[config.mk]
export PLATFORM = sky130hd
export DESIGN_NAME = fwp_status_protect
export DESIGN_NICKNAME = d
export VERILOG_FILES = /design/src/inc/fwp_pkg.sv /design/src/rtl/fwp_region_decode.sv /design/src/rtl/fwp_status_protect.sv
export VERILOG_INCLUDE_DIRS = /design/src /design/src/inc
export SDC_FILE = /design/constraint.sdc
export NUM_CORES = 1
export LEC_CHECK = 0
export ABC_AREA = 0
export BUFFER_PORTS_ARGS = -buffer_cell sky130_fd_sc_hd__buf_2
export CORE_ASPECT_RATIO = 0.6
export CORE_MARGIN = 10
export CORE_UTILIZATION = 52
export CTS_CLUSTER_SIZE = 12
export DETAILED_ROUTE_END_ITERATION = 8
export PLACE_DENSITY = 0.86
export SLEW_MARGIN = 20
export SYNTH_ARGS = -nofsm -noshare
export SYNTH_HDL_FRONTEND = slang
export SYNTH_SLANG_ARGS = --single-unit
[constraint.sdc]
create_clock -name i_clk -period 4.5 [get_ports i_clk]
set_input_delay 0.9 -clock i_clk [delete_from_list [all_inputs] [get_ports i_clk]]
set_output_delay 0.9 -clock i_clk [all_outputs]
set_load 0.02 [all_outputs]
[src/inc/fwp_defs.svh]
// fwp_defs.svh: command codes, status bit positions, write masks
// assumes: included by the flash protection package and design files
`ifndef FWP_DEFS_SVH
`define FWP_DEFS_SVH

// command codes, one byte each
`define FWP_OP_WRITE_ENABLE_CMD     8'h06
`define FWP_OP_WRITE_DISABLE_CMD     8'h04
`define FWP_OP_SRW1     8'h01
`define FWP_OP_SRW2     8'h31
`define FWP_OP_SRW3     8'h11
`define FWP_OP_PP3      8'h02
`define FWP_OP_PP4      8'h12
`define FWP_OP_QPP3     8'h32
`define FWP_OP_QPP4     8'h34
`define FWP_OP_SE3      8'h20
`define FWP_OP_SE4      8'h21
`define FWP_OP_BE32_3   8'h52
`define FWP_OP_BE32_4   8'h5C
`define FWP_OP_BE64_3   8'hD8
`define FWP_OP_BE64_4   8'hDC
`define FWP_OP_CE_A     8'h60
`define FWP_OP_CE_B     8'hC7
`define FWP_OP_DPD      8'hB9
`define FWP_OP_REL      8'hAB
`define FWP_OP_RSTEN    8'h66
`define FWP_OP_RST      8'h99
`define FWP_OP_CLRF     8'h30

// low status byte bit positions
`define FWP_B_BUSY      0
`define FWP_B_WEL       1
`define FWP_B_BP_LSB    2
`define FWP_B_TB        6
`define FWP_B_STATUS_LOCK_BIT0      7
// middle status byte bit positions
`define FWP_B_QE        1
`define FWP_B_STATUS_LOCK_BIT1      6
// high status byte bit positions
`define FWP_B_PE        2
`define FWP_B_EE        3

// stored-bit masks per byte, and the one-time-programmable bits
`define FWP_SR1_WMASK   8'hFC
`define FWP_SR2_WMASK   8'h7A
`define FWP_SR3_WMASK   8'hF0
`define FWP_SR1_OTP     8'h40
`define FWP_SR2_OTP     8'h38

// geometry: block index starts at this address bit
`define FWP_BLK_LSB     16
`define FWP_BLK_BITS    9
`define FWP_ADDR_BITS   25

`endif

[src/inc/fwp_pkg.sv]
// fwp_pkg: types of the flash write-protection block
// assumes: fwp_defs.svh is on the include path
package fwp_pkg;
  `include "fwp_defs.svh"

  // control states
  typedef enum logic [1:0] {
    fwp_st_load,
    fwp_st_idle,
    fwp_st_busy,
    fwp_st_dpd
  } fwp_state_t;

  // kind of array or register operation started
  typedef enum logic [2:0] {
    fwp_op_none,
    fwp_op_page,
    fwp_op_qpage,
    fwp_op_sector,
    fwp_op_block,
    fwp_op_chip,
    fwp_op_status
  } fwp_op_t;
endpackage : fwp_pkg

[src/rtl/fwp_region_decode.sv]
// fwp_region_decode: block-protect decode against one block index
// assumes: combinational, fed from flops of the same clock
`timescale 1ns/1ps
`include "fwp_defs.svh"
module fwp_region_decode #(
  parameter int BLK_W = 9
) (
  // protection setting
  input  logic [3:0]       i_bp,
  input  logic             i_tb,
  // target block
  input  logic [BLK_W-1:0] i_blk,
  // results
  output logic             o_hit,
  output logic             o_any
);
  import fwp_pkg::*;

  localparam logic [BLK_W-1:0] ONES = {BLK_W{1'b1}};

  // the doubling ladder needs at least nine index bits
  if (BLK_W < `FWP_BLK_BITS) begin : g_chk
    $error("fwp_region_decode: BLK_W too small");
  end

  logic             all_w;
  logic [3:0]       lvl_w;
  logic [BLK_W-1:0] upper_w;
  logic [BLK_W-1:0] top_w;

  // protected size: 2^(bp-1) blocks, anchored top or bottom
  always_comb begin
    all_w   = (i_bp[3] & i_bp[2]) | (i_bp[3] & i_bp[1]);
    lvl_w   = i_bp - 4'h1;
    upper_w = i_blk >> lvl_w;
    top_w   = ONES >> lvl_w;
    o_any   = (i_bp != 4'h0);
    if (!o_any) begin
      o_hit = 1'b0;
    end else if (all_w) begin
      o_hit = 1'b1;
    end else if (i_tb) begin
      o_hit = (upper_w == '0);
    end else begin
      o_hit = (upper_w == top_w);
    end
  end
endmodule : fwp_region_decode

[src/rtl/fwp_status_protect.sv]
// fwp_status_protect: status register, write-enable latch and protection
// assumes: decoded, byte-complete commands arrive as one-cycle pulses on
// i_clk; the array sequencer reports the end of each started operation
//
// Operation
// write-enable command sets the latch
// latch cleared by reset and modifying commands
// latch clear refuses register, program, erase
// deep power-down accepts only release, reset
// four protect bits decode the protected size
// top/bottom bit anchors region high or low
// top/bottom bit can only be set once
// writes into the protected region are refused
// whole-chip erase only when nothing protected
// protect bits kept, changed by register write
// protect bits writable only without hardware lock
// hardware lock freezes protect and lock bits
// busy flag high during any operation
// lock bits 00 allow writes with latch
// lock bits 01 follow the protect pin
// lock bits 10 refuse writes until power
// power cycle turns lock bits 10 into 00
// lock bits 11 refuse writes for ever
// protected program sets the program-fail flag
// protected erase sets wipe flag; clear command
// protect pin works only when quad is off
// host enables writes and polls busy first
// check protection before start, leave array alone
`timescale 1ns/1ps
`include "fwp_defs.svh"
module fwp_status_protect #(
  parameter int ADDR_W = `FWP_ADDR_BITS
) (
  // clock and reset
  input  logic                 i_clk,
  input  logic                 i_rst_n,
  // write-protect pin, asynchronous
  input  logic                 i_wp_n,
  // decoded command
  input  logic                 i_cmd_valid,
  input  logic [7:0]           i_cmd_op,
  input  logic [ADDR_W-1:0]    i_cmd_addr,
  input  logic [15:0]          i_cmd_data,
  input  logic                 i_cmd_two,
  // non-volatile store
  input  logic [23:0]          i_nv_image,
  output logic [23:0]          o_nv_image,
  output logic                 o_nv_write,
  // array sequencer
  output logic                 o_op_start,
  output fwp_pkg::fwp_op_t     o_op_kind,
  output logic [ADDR_W-1:0]    o_op_addr,
  input  logic                 i_op_done,
  // status as read by the host
  output logic [23:0]          o_status,
  output logic                 o_dpd
);
  import fwp_pkg::*;

  localparam int BLK_W = ADDR_W - `FWP_BLK_LSB;

  // the decode map is laid out for the full array
  if (ADDR_W < `FWP_ADDR_BITS) begin : g_chk
    $error("fwp_status_protect: ADDR_W too small");
  end

  ////////////////////////////////////////////////////////////////////////
  // helpers

  // program commands
  function automatic logic is_prog(input logic [7:0] op);
    is_prog = (op == `FWP_OP_PP3) || (op == `FWP_OP_PP4) ||
              (op == `FWP_OP_QPP3) || (op == `FWP_OP_QPP4);
  endfunction : is_prog

  // sector and block erase commands
  function automatic logic is_wipe(input logic [7:0] op);
    is_wipe = (op == `FWP_OP_SE3) || (op == `FWP_OP_SE4) ||
              (op == `FWP_OP_BE32_3) || (op == `FWP_OP_BE32_4) ||
              (op == `FWP_OP_BE64_3) || (op == `FWP_OP_BE64_4);
  endfunction : is_wipe

  // status write commands
  function automatic logic is_srw(input logic [7:0] op);
    is_srw = (op == `FWP_OP_SRW1) || (op == `FWP_OP_SRW2) ||
             (op == `FWP_OP_SRW3);
  endfunction : is_srw

  // operation kind from command code
  function automatic fwp_op_t kind_of(input logic [7:0] op);
    if ((op == `FWP_OP_PP3) || (op == `FWP_OP_PP4)) begin
      kind_of = fwp_op_page;
    end else if ((op == `FWP_OP_QPP3) || (op == `FWP_OP_QPP4)) begin
      kind_of = fwp_op_qpage;
    end else if ((op == `FWP_OP_SE3) || (op == `FWP_OP_SE4)) begin
      kind_of = fwp_op_sector;
    end else begin
      kind_of = fwp_op_block;
    end
  endfunction : kind_of

  ////////////////////////////////////////////////////////////////////////
  // write-protect pin synchroniser

  logic wp_meta_reg;
  logic wp_sync_reg;

  // two flops before any use
  always_ff @(posedge i_clk or negedge i_rst_n) begin
    if (!i_rst_n) begin
      wp_meta_reg <= 1'b1;
      wp_sync_reg <= 1'b1;
    end else begin
      wp_meta_reg <= i_wp_n;
      wp_sync_reg <= wp_meta_reg;
    end
  end

  ////////////////////////////////////////////////////////////////////////
  // state and status bits

  fwp_state_t        state_reg, state_next;
  logic              wel_reg, wel_next;
  logic              pe_reg, pe_next;
  logic              ee_reg, ee_next;
  logic              arm_reg, arm_next;
  logic [7:0]        sr1_reg, sr1_next;
  logic [7:0]        sr2_reg, sr2_next;
  logic [7:0]        sr3_reg, sr3_next;
  logic              start_reg, start_next;
  fwp_op_t           kind_reg, kind_next;
  logic [ADDR_W-1:0] addr_reg, addr_next;
  logic              nvw_reg, nvw_next;
  logic [23:0]       stat_reg, stat_next;

  logic [3:0]        bp_w;
  logic [1:0]        srp_w;
  logic              wp_low_w;
  logic              srw_ok_w;
  logic              hit_w;
  logic              any_w;
  logic              acc_w;
  logic              swrst_w;

  assign bp_w     = sr1_reg[`FWP_B_BP_LSB +: 4];
  assign srp_w    = {sr2_reg[`FWP_B_STATUS_LOCK_BIT1], sr1_reg[`FWP_B_STATUS_LOCK_BIT0]};
  // pin acts as protect input only while quad mode is off
  assign wp_low_w = ~wp_sync_reg & ~sr2_reg[`FWP_B_QE];
  // lock modes: 00 free, 01 pin, 10 and 11 refused
  assign srw_ok_w = wel_reg & ((srp_w == 2'b00) |
                    ((srp_w == 2'b01) & ~wp_low_w));
  assign acc_w    = i_cmd_valid & (state_reg == fwp_st_idle);
  assign swrst_w  = i_cmd_valid & arm_reg & (i_cmd_op == `FWP_OP_RST) &
                    (state_reg != fwp_st_busy) & (state_reg != fwp_st_load);

  // protection decode of the target block
  fwp_region_decode #(
    .BLK_W (BLK_W)
  ) u_region (
    .i_bp  (bp_w),
    .i_tb  (sr1_reg[`FWP_B_TB]),
    .i_blk (i_cmd_addr[ADDR_W-1:`FWP_BLK_LSB]),
    .o_hit (hit_w),
    .o_any (any_w)
  );

  // next-state logic of the whole block
  always_comb begin
    state_next = state_reg;
    wel_next   = wel_reg;
    pe_next    = pe_reg;
    ee_next    = ee_reg;
    arm_next   = arm_reg;
    sr1_next   = sr1_reg;
    sr2_next   = sr2_reg;
    sr3_next   = sr3_reg;
    start_next = 1'b0;
    kind_next  = kind_reg;
    addr_next  = addr_reg;
    nvw_next   = 1'b0;
    case (state_reg)
      fwp_st_load: begin
        // stored bits come back; lock-down until power cycle ends here
        sr1_next = i_nv_image[7:0] & `FWP_SR1_WMASK;
        sr2_next = i_nv_image[15:8] & `FWP_SR2_WMASK;
        sr3_next = i_nv_image[23:16] & `FWP_SR3_WMASK;
        if (i_nv_image[8 + `FWP_B_STATUS_LOCK_BIT1] & ~i_nv_image[`FWP_B_STATUS_LOCK_BIT0]) begin
          sr2_next[`FWP_B_STATUS_LOCK_BIT1] = 1'b0;
        end
        state_next = fwp_st_idle;
      end
      fwp_st_busy: begin
        if (i_op_done) begin
          state_next = fwp_st_idle;
        end
      end
      default: begin
        if (i_cmd_valid) begin
          arm_next = (i_cmd_op == `FWP_OP_RSTEN);
        end
        if (swrst_w) begin
          wel_next   = 1'b0;
          pe_next    = 1'b0;
          ee_next    = 1'b0;
          state_next = fwp_st_idle;
        end else if (state_reg == fwp_st_dpd) begin
          if (i_cmd_valid && (i_cmd_op == `FWP_OP_REL)) begin
            state_next = fwp_st_idle;
          end
        end else if (i_cmd_valid) begin
          if (i_cmd_op == `FWP_OP_WRITE_ENABLE_CMD) begin
            wel_next = 1'b1;
          end else if (i_cmd_op == `FWP_OP_WRITE_DISABLE_CMD) begin
            wel_next = 1'b0;
          end else if (i_cmd_op == `FWP_OP_DPD) begin
            state_next = fwp_st_dpd;
          end else if (i_cmd_op == `FWP_OP_CLRF) begin
            pe_next = 1'b0;
            ee_next = 1'b0;
          end else if (is_srw(i_cmd_op) && srw_ok_w) begin
            // only this command changes the stored bits
            if (i_cmd_op == `FWP_OP_SRW1) begin
              sr1_next = (i_cmd_data[7:0] & `FWP_SR1_WMASK) |
                         (sr1_reg & `FWP_SR1_OTP);
              if (i_cmd_two) begin
                sr2_next = (i_cmd_data[15:8] & `FWP_SR2_WMASK) |
                           (sr2_reg & `FWP_SR2_OTP);
              end
            end else if (i_cmd_op == `FWP_OP_SRW2) begin
              sr2_next = (i_cmd_data[7:0] & `FWP_SR2_WMASK) |
                         (sr2_reg & `FWP_SR2_OTP);
            end else begin
              sr3_next = i_cmd_data[7:0] & `FWP_SR3_WMASK;
            end
            wel_next   = 1'b0;
            nvw_next   = 1'b1;
            start_next = 1'b1;
            kind_next  = fwp_op_status;
            state_next = fwp_st_busy;
          end else if ((is_prog(i_cmd_op) || is_wipe(i_cmd_op)) && wel_reg) begin
            wel_next = 1'b0;
            if (hit_w) begin
              // refused before start, array untouched
              pe_next = pe_reg | is_prog(i_cmd_op);
              ee_next = ee_reg | is_wipe(i_cmd_op);
            end else begin
              start_next = 1'b1;
              kind_next  = kind_of(i_cmd_op);
              addr_next  = i_cmd_addr;
              state_next = fwp_st_busy;
            end
          end else if (((i_cmd_op == `FWP_OP_CE_A) || (i_cmd_op == `FWP_OP_CE_B))
                       && wel_reg) begin
            wel_next = 1'b0;
            if (any_w) begin
              ee_next = 1'b1;
            end else begin
              start_next = 1'b1;
              kind_next  = fwp_op_chip;
              addr_next  = '0;
              state_next = fwp_st_busy;
            end
          end
        end
      end
    endcase
    stat_next = {sr3_next, sr2_next, sr1_next};
    stat_next[16 + `FWP_B_PE] = pe_next;
    stat_next[16 + `FWP_B_EE] = ee_next;
    stat_next[`FWP_B_WEL]     = wel_next;
    stat_next[`FWP_B_BUSY]    = (state_next == fwp_st_busy);
  end

  // registers of the whole block
  always_ff @(posedge i_clk or negedge i_rst_n) begin
    if (!i_rst_n) begin
      state_reg <= fwp_st_load;
      wel_reg   <= 1'b0;
      pe_reg    <= 1'b0;
      ee_reg    <= 1'b0;
      arm_reg   <= 1'b0;
      sr1_reg   <= 8'h00;
      sr2_reg   <= 8'h00;
      sr3_reg   <= 8'h00;
      start_reg <= 1'b0;
      kind_reg  <= fwp_op_none;
      addr_reg  <= '0;
      nvw_reg   <= 1'b0;
      stat_reg  <= 24'h000000;
    end else begin
      state_reg <= state_next;
      wel_reg   <= wel_next;
      pe_reg    <= pe_next;
      ee_reg    <= ee_next;
      arm_reg   <= arm_next;
      sr1_reg   <= sr1_next;
      sr2_reg   <= sr2_next;
      sr3_reg   <= sr3_next;
      start_reg <= start_next;
      kind_reg  <= kind_next;
      addr_reg  <= addr_next;
      nvw_reg   <= nvw_next;
      stat_reg  <= stat_next;
    end
  end

  // outputs from flops; o_dpd is decoded from state_reg
  assign o_nv_image = {sr3_reg, sr2_reg, sr1_reg};
  assign o_nv_write = nvw_reg;
  assign o_op_start = start_reg;
  assign o_op_kind  = kind_reg;
  assign o_op_addr  = addr_reg;
  assign o_status   = stat_reg;
  assign o_dpd      = (state_reg == fwp_st_dpd);

  ////////////////////////////////////////////////////////////////////////
  // checks

  a_write_enable_cmd_sets: assert property (@(posedge i_clk) disable iff (!i_rst_n)
    acc_w && (i_cmd_op == `FWP_OP_WRITE_ENABLE_CMD) |=> wel_reg && o_status[`FWP_B_WEL])
    else $error("write enable did not set the latch");

  a_write_disable_cmd_clears: assert property (@(posedge i_clk) disable iff (!i_rst_n)
    acc_w && (i_cmd_op == `FWP_OP_WRITE_DISABLE_CMD) |=> !wel_reg)
    else $error("write disable left the latch set");

  a_start_needs_wel: assert property (@(posedge i_clk) disable iff (!i_rst_n)
    o_op_start |-> $past(wel_reg) && !wel_reg)
    else $error("operation started without the latch");

  a_dpd_filter: assert property (@(posedge i_clk) disable iff (!i_rst_n)
    (state_reg == fwp_st_dpd) && !swrst_w &&
    !(i_cmd_valid && (i_cmd_op == `FWP_OP_REL))
    |=> (state_reg == fwp_st_dpd) && !o_op_start && $stable(wel_reg))
    else $error("command acted in deep power-down");

  a_tb_once: assert property (@(posedge i_clk) disable iff (!i_rst_n)
    (state_reg != fwp_st_load) && sr1_reg[`FWP_B_TB] |=> sr1_reg[`FWP_B_TB])
    else $error("top/bottom bit was cleared");

  a_prot_refused: assert property (@(posedge i_clk) disable iff (!i_rst_n)
    acc_w && wel_reg && hit_w && (is_prog(i_cmd_op) || is_wipe(i_cmd_op))
    |=> !o_op_start && (pe_reg || ee_reg) && (state_reg == fwp_st_idle))
    else $error("protected target was not refused");

  a_chip_clean: assert property (@(posedge i_clk) disable iff (!i_rst_n)
    o_op_start && (o_op_kind == fwp_op_chip) |-> $past(bp_w) == 4'h0)
    else $error("chip erase started with protection set");

  a_hw_freeze: assert property (@(posedge i_clk) disable iff (!i_rst_n)
    (state_reg == fwp_st_idle) && wp_low_w && (srp_w == 2'b01)
    |=> $stable(bp_w) && $stable(srp_w) && !o_nv_write)
    else $error("locked protect bits changed");

  a_busy_flag: assert property (@(posedge i_clk) disable iff (!i_rst_n)
    o_op_start |-> o_status[`FWP_B_BUSY] && (state_reg == fwp_st_busy))
    else $error("busy flag low while operation runs");

  a_lock_hard: assert property (@(posedge i_clk) disable iff (!i_rst_n)
    acc_w && srp_w[1] && is_srw(i_cmd_op) |=> !o_nv_write && !o_op_start)
    else $error("status write taken under hard lock");

  a_err_sticky: assert property (@(posedge i_clk) disable iff (!i_rst_n)
    pe_reg && !swrst_w && !(acc_w && (i_cmd_op == `FWP_OP_CLRF)) |=> pe_reg)
    else $error("program-fail flag lost without clear");
endmodule : fwp_status_protect

==> summary.md, run 1 <==
| Metric | Value |
|---|---|
| Category of the critical setup timing path | reg -> reg |
| Number of nets in the finished design | 585 |
| Cell chosen for the clock root | clkbuf_16 |
| Iteration count of the initial detailed-routing pass | 5 |
| Routability cong. | 0.964 |
| Status | finished, final reports clean |
| Starting Density | 0.547 |
| Required time at the endpoint of the critical path | 4.76 ns |
| Flip-flop count of the largest register, all copies and words added | 25 |
| Total Neg Setup Slack | 0 ns |
| Number of rows in the core area | 23 |
| Register-to-register setup slack | 0.70 ns |
| Cell count of the worst reg-to-reg path | 11 |
| Delay contributed by the slowest stage of the critical path | 0.74 ns |
| Antenna fix cells | 0 |
| Cell taking the most area after synthesis | dfrtp_1 |
| Met2 track demand over resource | 0.332 |
| Antenna violations before repair | 0 |
| Final setup vio count | 0 |
| Maximum number of pins on one net before global-route repair | 60 |
| Flip-flop and latch count after synthesis | 59 |
| TritonCTS clock tree | done |
| Total length of routed wires | 12100 um |
| Met1 usage | 0.265 |
| HPWL after DPL | 9270 um |
| Largest vdd supply drop | 187 uV |
| Reg area | 1480 sq um |
| Terminus of the critical flop-to-flop path | o_op_addr[16] |
| Post-CTS sizing | 0 |
| CTS HTree Levels | 3 |
| 1st-iter DRT viols | 410 |
| Arr. time, crit path | 4.05 ns |
| R2r startpoint | o_status[3] |
| Combined area of the multi-input logic cells | 1890 sq um |
| Via-to-Cell Ratio | 6.10 |
| Detailed-route DRC error count | 0 |
| Pleak | 2.33 nW |
| Vias in the first global route | 3582 |
| Layout cells sized above 1 | 0.357 |
| Power per standard cell area | 377 nW/um^2 |
| Slowest CP cell | ha_1 |
| Cell types with the largest area share after synthesis | dfrtp_1 38%, buf_4 6.4%, a22o_1 6.3%, mux2i_1 4.0%, nand2_1 3.4% |
| Maximum achievable frequency | 263 MHz |
| Total I/O pin count | 158 |
| Gr ovfl total | 0 |
| Most repeated cell in the gate-level netlist after synthesis | dfrtp_1 |
| RSZ-0062 raised after global routing | false |
| Number of unique standard cell types used by synthesis | 70 |
| Die area | 11100 sq um |
| Share of synthesized area occupied by flip-flops and latches | 0.396 |
| Num CTS Buffers | 9 |
| Number of buffers inserted for hold repair after clock tree synthesis | 0 |
| Worst-margin pin slew | 0.954 ns |
| Worst slack at placement | 0.769 ns |
| Final setup skew | 0.00996 ns |
| Number of standard cells after synthesis | 393 |
| Kind of start point of the critical path | flip-flop |
| Die extent in y | 85.6 um |
| Filler cell count in the final layout | 530 |
| Area Growth Syn to Fin | 22.6% |
| Global-route wire length before repair | 18700 um |
| DR WL/cell | 20.3 um |
| Combined area of all synthesized cells | 3730 sq um |
| Global router's overall resource usage | 0.209 |
| Busiest layer in global routing | met2 |
| Clock sinks | 59 |
| Number of antenna-violating nets in the routed design | 0 |
| Maximum buffer depth of the clock tree | 2 |
| Rel. slew slack | 0.361 |
| Period utilisation layout | 0.843 |
| Final number of hold-violating endpoints | 0 |
| Min-delay worst type | reg -> reg |
| DR vias | 3626 |
| Count of pins over their slew limit | 0 |
| Min Hold Slack | 0.356 ns |
| Met3 usage | 0.0664 |
| Worst Slack Setup Final | 0.705 ns |
| Most used DFF post-synth | dfrtp_1 |
| Critical path destination | o_op_addr[16] |
| Crit path capture type | flip-flop |
| Most numerous cell types in the synthesized netlist | 57 x dfrtp_1, 34 x nand2_1, 32 x buf_4, 27 x a22o_1, 21 x nor2_1 |
| Critical-path maximum fanout | 28 |
| Launching element of the worst setup path | o_status[3] |
| Number of buffer cells added on primary ports | 140 |
| Total of max-cap violations | 0 |
| EDFF count, synth | 0 |
| Post-synthesis async set-or-reset flop share | 1.00 |
| Cells traversed along the worst timing path | inv_1 > ha_1 > mux2i_1 > mux4_2 > xor2_1 > o41ai_2 > and4_1 > nor3_2 > o21ai_2 > buf_4 > a22o_1 |
| Latest clock arrival within the worst-skew pair | 0.33 ns |
| Shortest period the worst path allows | 3.80 ns |
| Clock-pin slew on the worst setup and hold paths | 0.06 ns |
| Synth Warn # | 0 |
| Post-CTS Setup Inserts | 0 |
| Average cell area after synthesis | 9.50 sq um |
| Share of the synthesized area in the top cell type | 0.382 |
| Chip width | 129 um |
| Core Area | 6820 sq um |
## kinds of logic (layout without fill, tap and decap cells)
logic type,after synthesis,count (layout),synth area share
compound gates,117,117,0.237
buf+inv,62,173,0.102
fa+ha+maj,4,4,0.0134
other cells,1,4,0.00100
flops,59,59,0.396
simple gates,128,128,0.185
mux,19,19,0.0583
xor+xnor,3,3,0.00704
## power by group
part,leakage [nW],switching (mW),internal (mW),total (mW)
clock,0.160,0.256,0.489,0.744
sequential,0.795,0.0371,0.564,0.602
combinational,1.38,0.233,0.147,0.379
total,2.33,0.525,1.20,1.73
## worst max-delay path: cells and delay by family, from the launching register on
kind,cells,cell delay [ns]
mux,2,0.81
fa+ha+maj,1,0.74
compound gates,3,0.63
flops,1,0.51
buf+inv,2,0.46
simple gates,2,0.37
xor+xnor,1,0.16
## layout by cell type, fill, tap and decap left out, types with 3 or more instances in the layout
cell / instances
nand3_1: 6
nor4bb_1: 3
clkbuf_16: 9
nand4_1: 4
a21o_1: 3
dfrtp_1: 57
and2_1: 9
and3_1: 4
a31oi_1: 5
o41ai_1: 3
nand2b_1: 5
o31ai_1: 4
inv_1: 11
buf_4: 4
mux2i_1: 15
nand3b_1: 3
a221o_1: 4
o21ai_1: 9
or3_1: 3
o211ai_1: 4
or2_2: 3
o21ai_0: 9
a32oi_1: 3
nor4_1: 3
nor2_1: 21
a22oi_1: 8
buf_2: 140
a22o_1: 27
nor3_1: 6
a211oi_1: 3
conb_1: 4
a21oi_1: 15
ha_1: 4
nor2b_1: 10
nand2_1: 34
## stage by stage
stage / power [mW] / cells / cell area (sq um) / util
6_report: 1.73 / 594 / 4580 / 0.671
3_5_place_dp: 0.984 / 578 / 4250 / 0.624
3_3_place_gp: 0.975 / 578 / 4250 / 0.624
2_1_floorplan: 0.870 / 396 / 3740 / -
4_1_cts: 1.73 / 594 / 4580 / 0.671
5_1_grt: 1.80 / 594 / 4580 / 0.671
## worst min-delay path by stage
stage                           start  cells after the start           to  slack, ns
after floorplan           wp_meta_reg                      0  wp_sync_reg       0.35
after detailed placement  wp_meta_reg                      0  wp_sync_reg       0.35
after global routing      wp_meta_reg                      0  wp_sync_reg       0.36
after global placement    wp_meta_reg                      0  wp_sync_reg       0.35
after CTS                 wp_meta_reg                      0  wp_sync_reg       0.36
final                     wp_meta_reg                      0  wp_sync_reg       0.36
## area by class of cell
class                   count  area share
flip-flops and latches     59       0.323
repair buffers            144       0.160
clock buffers               9      0.0492
clock inverters             7      0.0219
inverters                  13      0.0107
multi-input cells         275       0.412
well taps                  87      0.0238
## layer usage
metal / share of wire / vias up / wire (um)
met5: 0 / - / 0
met3: 0.11 / 22 / 1360
met1: 0.43 / 1740 / 5180
li1: - / 1651 / -
met2: 0.44 / 213 / 5340
met4: 0.016 / 0 / 192
Note: power is estimated with default switching activity, not from simulation.
==> run 2: changes to the inputs <==
- CORE_UTILIZATION: 52 -> 49
- PLACE_DENSITY: 0.86 -> 0.82
- clock period: 4.5 -> 3.5 ns (I/O delays scaled with it)
==> summary.md, run 2 (same netlist as run 1, synthesis figures left out) <==
| Metric | Value |
|---|---|
| Total of max-cap violations | 0 |
| Number of nets in the finished design | 594 |
| Power per standard cell area | 460 nW/um^2 |
| Maximum number of pins on one net before global-route repair | 48 |
| Critical-path maximum fanout | 29 |
| Clock network fraction of design power | 0.410 |
| Routed length on met3 | 1160 um |
| Iteration count of the initial detailed-routing pass | 5 |
| Int Power | 1.49 mW |
| Num CTS Buffers | 9 |
| Cells traversed along the worst timing path | inv_2 > ha_1 > buf_4 > mux2i_1 > mux2i_1 > o211ai_1 > o311ai_0 > a22oi_2 > nor3_2 > o21ai_2 > buf_12 > mux2i_1 |
| Number of antenna-violating nets in the routed design | 0 |
| RSZ-0062 raised after global routing | false |
| Flip-flop count of the largest register, all copies and words added | 25 |
| Sequential power share | 0.357 |
| Period utilisation layout | 0.937 |
| Crit path buf inv count | 3 |
| Crit path top cell by count | mux2i_1 |
| Filler cell count in the final layout | 619 |
| Psw | 0.657 mW |
| Final setup skew | 0.00865 ns |
| Die area | 11600 sq um |
| Final number of hold-violating endpoints | 0 |
| Slowest CP cell | ha_1 |
| Largest vdd supply drop | 253 uV |
| Pleak | 2.38 nW |
| Total Neg Setup Slack | 0 ns |
| Family with the most delay on the worst path | compound AO/OA/AOI/OAI gates |
| Number of buffers inserted for hold repair after clock tree synthesis | 0 |
| Count of pins over their slew limit | 0 |
| Worst slack at placement | 0.178 ns |
| Layout cells sized above 1 | 0.368 |
| Proportion of total power due to net switching | 0.305 |
| Area Growth Syn to Fin | 25.3% |
| DR WL met2 | 5320 um |
| Category of the critical setup timing path | reg -> reg |
| TritonCTS clock tree | done |
| Required time at the endpoint of the critical path | 3.74 ns |
| Top routing layer in use | met4 |
| Final setup vio count | 0 |
| Crit path capture type | flip-flop |
| Maximum achievable frequency | 305 MHz |
| Vias in the first global route | 3454 |
| Status | finished, final reports clean |
| Number of buffer cells added on primary ports | 140 |
| Rel. slew slack | 0.420 |
| Worst-margin pin slew | 0.867 ns |
| Most common cell after layout, fill and taps aside | buf_2 |
| Maximum buffer depth of the clock tree | 2 |
| CTS HTree Levels | 3 |
| Detailed-route DRC error count | 0 |
| Core Area | 7330 sq um |
| Starting Density | 0.510 |
| Routability cong. | 0.935 |
| Antenna fix cells | 0 |
| Worst Slack Setup Final | 0.220 ns |
| Die extent in y | 87.6 um |
| Kind of start point of the critical path | flip-flop |
| Portion of total power attributed to combinational logic | 0.233 |
| Chip width | 133 um |
| DR vias | 3589 |
| Min-delay worst type | reg -> reg |
| Global router's overall resource usage | 0.196 |
| Arr. time, crit path | 3.52 ns |
| Antenna violations before repair | 0 |
| Delay contributed by the slowest stage of the critical path | 0.58 ns |
| Cell chosen for the clock root | clkbuf_16 |
| Gr ovfl total | 0 |
| Latest clock arrival within the worst-skew pair | 0.33 ns |
| Total I/O pin count | 158 |
| 1st-iter DRT viols | 339 |
| Shortest period the worst path allows | 3.28 ns |
| Via-to-Cell Ratio | 5.79 |
| Global-route wire length before repair | 18600 um |
| Clock sinks | 59 |
| Number of rows in the core area | 24 |
| HPWL after DPL | 9030 um |
| Commonest cells after routing, fill and taps aside | 139 x buf_2, 57 x dfrtp_1, 34 x nand2_1 |
| Register-to-register setup slack | 0.22 ns |
| Total routed wire length on the met1 layer | 5380 um |
| Clock-pin slew on the worst setup and hold paths | 0.05 ns |
| Total length of routed wires | 11900 um |
| DR WL/cell | 19.3 um |
==> run 2: cell count changes in the layout (fill, tap and decap cells not counted), sizes merged <==
cell      delta
nor2b        +1
buf          +8
clkinvlp     +1
clkbuf       +1
inv          -2
bufinv       -1
clkinv       +1
==> run 2: per-layer routing <==
metal	global-route usage	up-vias
met5	0	-
met4	0.0427	0
met3	0.0766	17
met2	0.289	191
met1	0.267	1710
li1	-	1671
==> run 2: area by class of cell <==
class,count,area (sq um),share of cell area
repair buffers,152,818,0.175
inverters,13,48.8,0.0104
well taps,104,130,0.0278
flip-flops and latches,59,1480,0.316
clock inverters,6,65.1,0.0139
clock buffers,10,239,0.0511
multi-input cells,276,1900,0.406
==> run 2: final timing paths <==
| check | startpoint | to | depth (start not counted) |
|---|---|---|---|
| max | o_status[2] | o_op_kind[1] | 12 |
| min | wp_meta_reg | wp_sync_reg | 0 |
| max reg2reg | o_status[2] | o_op_kind[1] | 12 |
| min reg2reg | wp_meta_reg | wp_sync_reg | 0 |
| max in group asynchronous | i_rst_n | o_op_addr[15] | 2 |
| min in group asynchronous | i_rst_n | o_op_addr[10] | 1 |
==> run 2: repair_timing <==
item                       in CTS  in global routing
gates resized for setup         0                  1
buffers inserted                0                  1
setup endpoints to repair       0                 26
==> run 2: stage by stage <==
stage / util / hold slack [ns] / instance area (sq um) / power, mW / cells
after floorplan: - / 0.345 / 3740 / 1.12 / 396
after global placement: 0.592 / 0.347 / 4340 / 1.26 / 602
after detailed placement: 0.592 / 0.351 / 4340 / 1.27 / 602
after CTS: 0.634 / 0.358 / 4640 / 2.16 / 618
after global routing: 0.639 / 0.360 / 4680 / 2.25 / 620
final: 0.639 / 0.360 / 4680 / 2.15 / 620
==> run 2: power by group through the flow <==
stage	Combinational, mW	Clock, mW	Sequential, mW
global placement	0.488	0	0.775
floorplan	0.315	0	0.803
CTS	0.495	0.895	0.766
global route	0.543	0.930	0.774
detailed placement	0.492	0	0.777
finish	0.501	0.882	0.768
==> run 2: worst register-to-register path, stage by stage, from the launching register on <==
cell and delay (ns):
dfrtp_1 0.35, inv_2 0.08, ha_1 0.58, buf_4 0.28
mux2i_1 0.29, mux2i_1 0.17, o211ai_1 0.19, o311ai_0 0.18
a22oi_2 0.30, nor3_2 0.09, o21ai_2 0.26, buf_12 0.22
mux2i_1 0.20
==> run 3: changes to the inputs <==
- ABC_AREA: 0 -> 1
- CORE_UTILIZATION: 49 -> 50
==> summary.md, run 3 <==
| Metric | Value |
|---|---|
| Count of pins over their slew limit | 0 |
| Routability cong. | 0.929 |
| Chip width | 136 um |
| Worst-margin pin slew | 0.751 ns |
| Number of antenna-violating nets in the routed design | 0 |
| Combined area of the multi-input logic cells | 1990 sq um |
| Post-synthesis share of cell area spent on xor and xnor gates | 0 |
| Kind of start point of the critical path | flip-flop |
| Post-CTS Setup Inserts | 0 |
| Post-synthesis adder-cell area fraction | 0.0125 |
| Vias in the first global route | 4208 |
| Flip-flop and latch count after synthesis | 59 |
| Final number of hold-violating endpoints | 0 |
| Total I/O pin count | 158 |
| Power per standard cell area | 424 nW/um^2 |
| Number of buffers inserted for hold repair after clock tree synthesis | 0 |
| Rel. slew slack | 0.499 |
| Via-to-Cell Ratio | 5.30 |
| Die extent in y | 89.3 um |
| Maximum buffer depth of the clock tree | 2 |
| Layout cells sized above 1 | 0.258 |
| Total length of routed wires | 12600 um |
| Area Growth Syn to Fin | 22.9% |
| Post-detailed-placement cell area | 4580 sq um |
| Number of buffer cells added on primary ports | 140 |
| Min-delay worst type | reg -> reg |
| Number of rows in the core area | 25 |
| Number of nets in the finished design | 792 |
| Required time at the endpoint of the critical path | 3.74 ns |
| Latest clock arrival within the worst-skew pair | 0.33 ns |
| Most repeated cell in the gate-level netlist after synthesis | nand2_1 |
| Arr. time, crit path | 3.27 ns |
| Clock-pin slew on the worst setup and hold paths | 0.05 ns |
| Category of the critical setup timing path | reg -> reg |
| Final setup vio count | 0 |
| Simple-Gate Fraction of Synth Area | 0.346 |
| RSZ-0062 raised after global routing | false |
| Clock sinks | 59 |
| Most used DFF post-synth | dfrtp_1 |
| Cell types with the largest area share after synthesis | dfrtp_1 36%, nand2_1 19%, inv_1 5.8%, nor2_1 5.5%, buf_4 5.4% |
| Detailed-route DRC error count | 0 |
| Status | finished, final reports clean |
| TritonCTS clock tree | done |
| Pleak | 2.63 nW |
| Period utilisation layout | 0.864 |
| Num CTS Buffers | 9 |
| Core Area | 7820 sq um |
| Total Neg Setup Slack | 0 ns |
| DR vias | 4353 |
| Antenna fix cells | 0 |
| Average cell area after synthesis | 6.77 sq um |
| R2r startpoint | o_status[3] |
| CTS HTree Levels | 3 |
| Gr ovfl total | 0 |
| Final setup skew | 0.00634 ns |
| EDFF count, synth | 0 |
| Starting Density | 0.512 |
| Final Cell Area | 4920 sq um |
| Largest vdd supply drop | 267 uV |
| Critical-path maximum fanout | 50 |
| Synth Warn # | 0 |
| Flip-flop count of the largest register, all copies and words added | 25 |
| Antenna violations before repair | 0 |
| Launching element of the worst setup path | o_status[3] |
| Share of the synthesized area in the top cell type | 0.356 |
| Global-route wire length before repair | 20400 um |
| Maximum number of pins on one net before global-route repair | 51 |
| Maximum achievable frequency | 331 MHz |
| Number of standard cells after synthesis | 592 |
| Cell taking the most area after synthesis | dfrtp_1 |
| DR WL/cell | 15.3 um |
| Dominant combinational cell family by area after synthesis | simple AND/OR/NAND/NOR gates |
| Total of max-cap violations | 0 |
| Compound-Gate Fraction of Synth Area | 0.131 |
| Commonest cells after routing, fill and taps aside | 200 x nand2_1, 140 x buf_2, 62 x inv_1 |
| 1st-iter DRT viols | 290 |
| Reg area | 1480 sq um |
| Number of unique standard cell types used by synthesis | 37 |
| Combined area of all synthesized cells | 4010 sq um |
| Most numerous cell types in the synthesized netlist | 200 x nand2_1, 62 x inv_1, 59 x nor2_1, 57 x dfrtp_1, 41 x nand3_1 |
| Most common cell after layout, fill and taps aside | nand2_1 |
| Global router's overall resource usage | 0.209 |
| Crit path capture type | flip-flop |
| Cell chosen for the clock root | clkbuf_16 |
| Mux share of post-synthesis cell area | 0 |
| HPWL after DPL | 9970 um |
| Post-synthesis async set-or-reset flop share | 1.00 |
| Shortest period the worst path allows | 3.02 ns |
| Filler cell count in the final layout | 731 |
| Share of synthesized area occupied by flip-flops and latches | 0.369 |
| Die area | 12100 sq um |
| Iteration count of the initial detailed-routing pass | 5 |
| HP Start | wp_meta_reg |
run 3: cell count changes after synthesis, moves of 15 or more:
cell     delta
a22o_1     -26
nor2_1     +38
inv_1      +51
mux2i_1    -15
nand3_1    +35
o21ai_1    +18
nand2_1   +166
run 3: per-layer routing:
metal	global-route usage	vias to the layer above	routed length (um)	share of wire
met1	0.271	2001	5730	0.46
met5	0	-	0	0
li1	-	2113	-	-
met4	0.0623	0	181	0.014
met3	0.0780	16	1440	0.11
met2	0.316	223	5220	0.42
run 3: logic make-up (layout without fill, tap and decap cells):
kind of cell             count (synthesis)  after routing
buffers and inverters                  109            228
other                                    1              4
adder cells (fa/ha/maj)                  4              4
AO/OA/AOI/OAI                           87             87
AND/OR/NAND/NOR                        332            332
flip-flops                              59             59
run 3: repair_timing:
action,in CTS,in global routing
endpoints found under the hold margin,0,0
resized for setup,0,3
endpoints found under the setup margin,0,25
run 3: where the power goes:
part | switching, mW | leakage (nW) | total [mW] | internal, mW
sequential | 0.0348 | 0.746 | 0.751 | 0.717
clock | 0.312 | 0.159 | 0.972 | 0.660
combinational | 0.247 | 1.72 | 0.365 | 0.118
run 3: final cells by class:
| cell class | count | area share |
|---|---|---|
| Multi-Input combinational cell | 427 | 0.404 |
| Inverter | 67 | 0.0518 |
| Clock inverter | 4 | 0.0147 |
| Tap cell | 108 | 0.0274 |
| Sequential cell | 59 | 0.300 |
| Timing Repair Buffer | 145 | 0.150 |
| Clock buffer | 12 | 0.0521 |
run 3: path summary, 6_finish.rpt:
| check | end | slack (ns) | cells after the start |
|---|---|---|---|
| max in group asynchronous | wp_sync_reg | 2.18 | 2 |
| worst max register to register | o_op_addr[11] | 0.48 | 20 |
| worst min register to register | wp_sync_reg | 0.36 | 0 |
| worst min-delay path | wp_sync_reg | 0.36 | 0 |
| min in group asynchronous | o_op_addr[23] | 0.44 | 1 |
| worst max-delay path | o_op_addr[11] | 0.48 | 20 |
run 3: worst max-delay path, stage by stage, from the launching register on:
cell and delay, ns:
dfrtp_1 0.41, inv_1 0.14, ha_1 0.18, inv_1 0.06
ha_2 0.46, clkinvlp_4 0.24, nand2_1 0.11, nor2_1 0.04
nor2_1 0.13, nand2_1 0.07, nand2_1 0.06, nand2_1 0.05
nor2_1 0.08, nand2_1 0.06, nand2_1 0.08, nand2_2 0.08
nand2_2 0.11, nand2_2 0.10, nand2_8 0.23, nand2_1 0.11
o21ai_1 0.10
run 3: metrics by stage:
stage                     std cells  hold WS, ns  total power [mW]  setup slack (ns)   util
final                           822        0.358              2.09             0.476  0.630
after global routing            822        0.367              2.18             0.121  0.630
after CTS                       822        0.356              2.10             0.207  0.627
after detailed placement        806        0.347              1.12             0.227  0.585
after global placement          806        0.348              1.12             0.366  0.585
after floorplan                 595        0.345              1.00             0.803      -
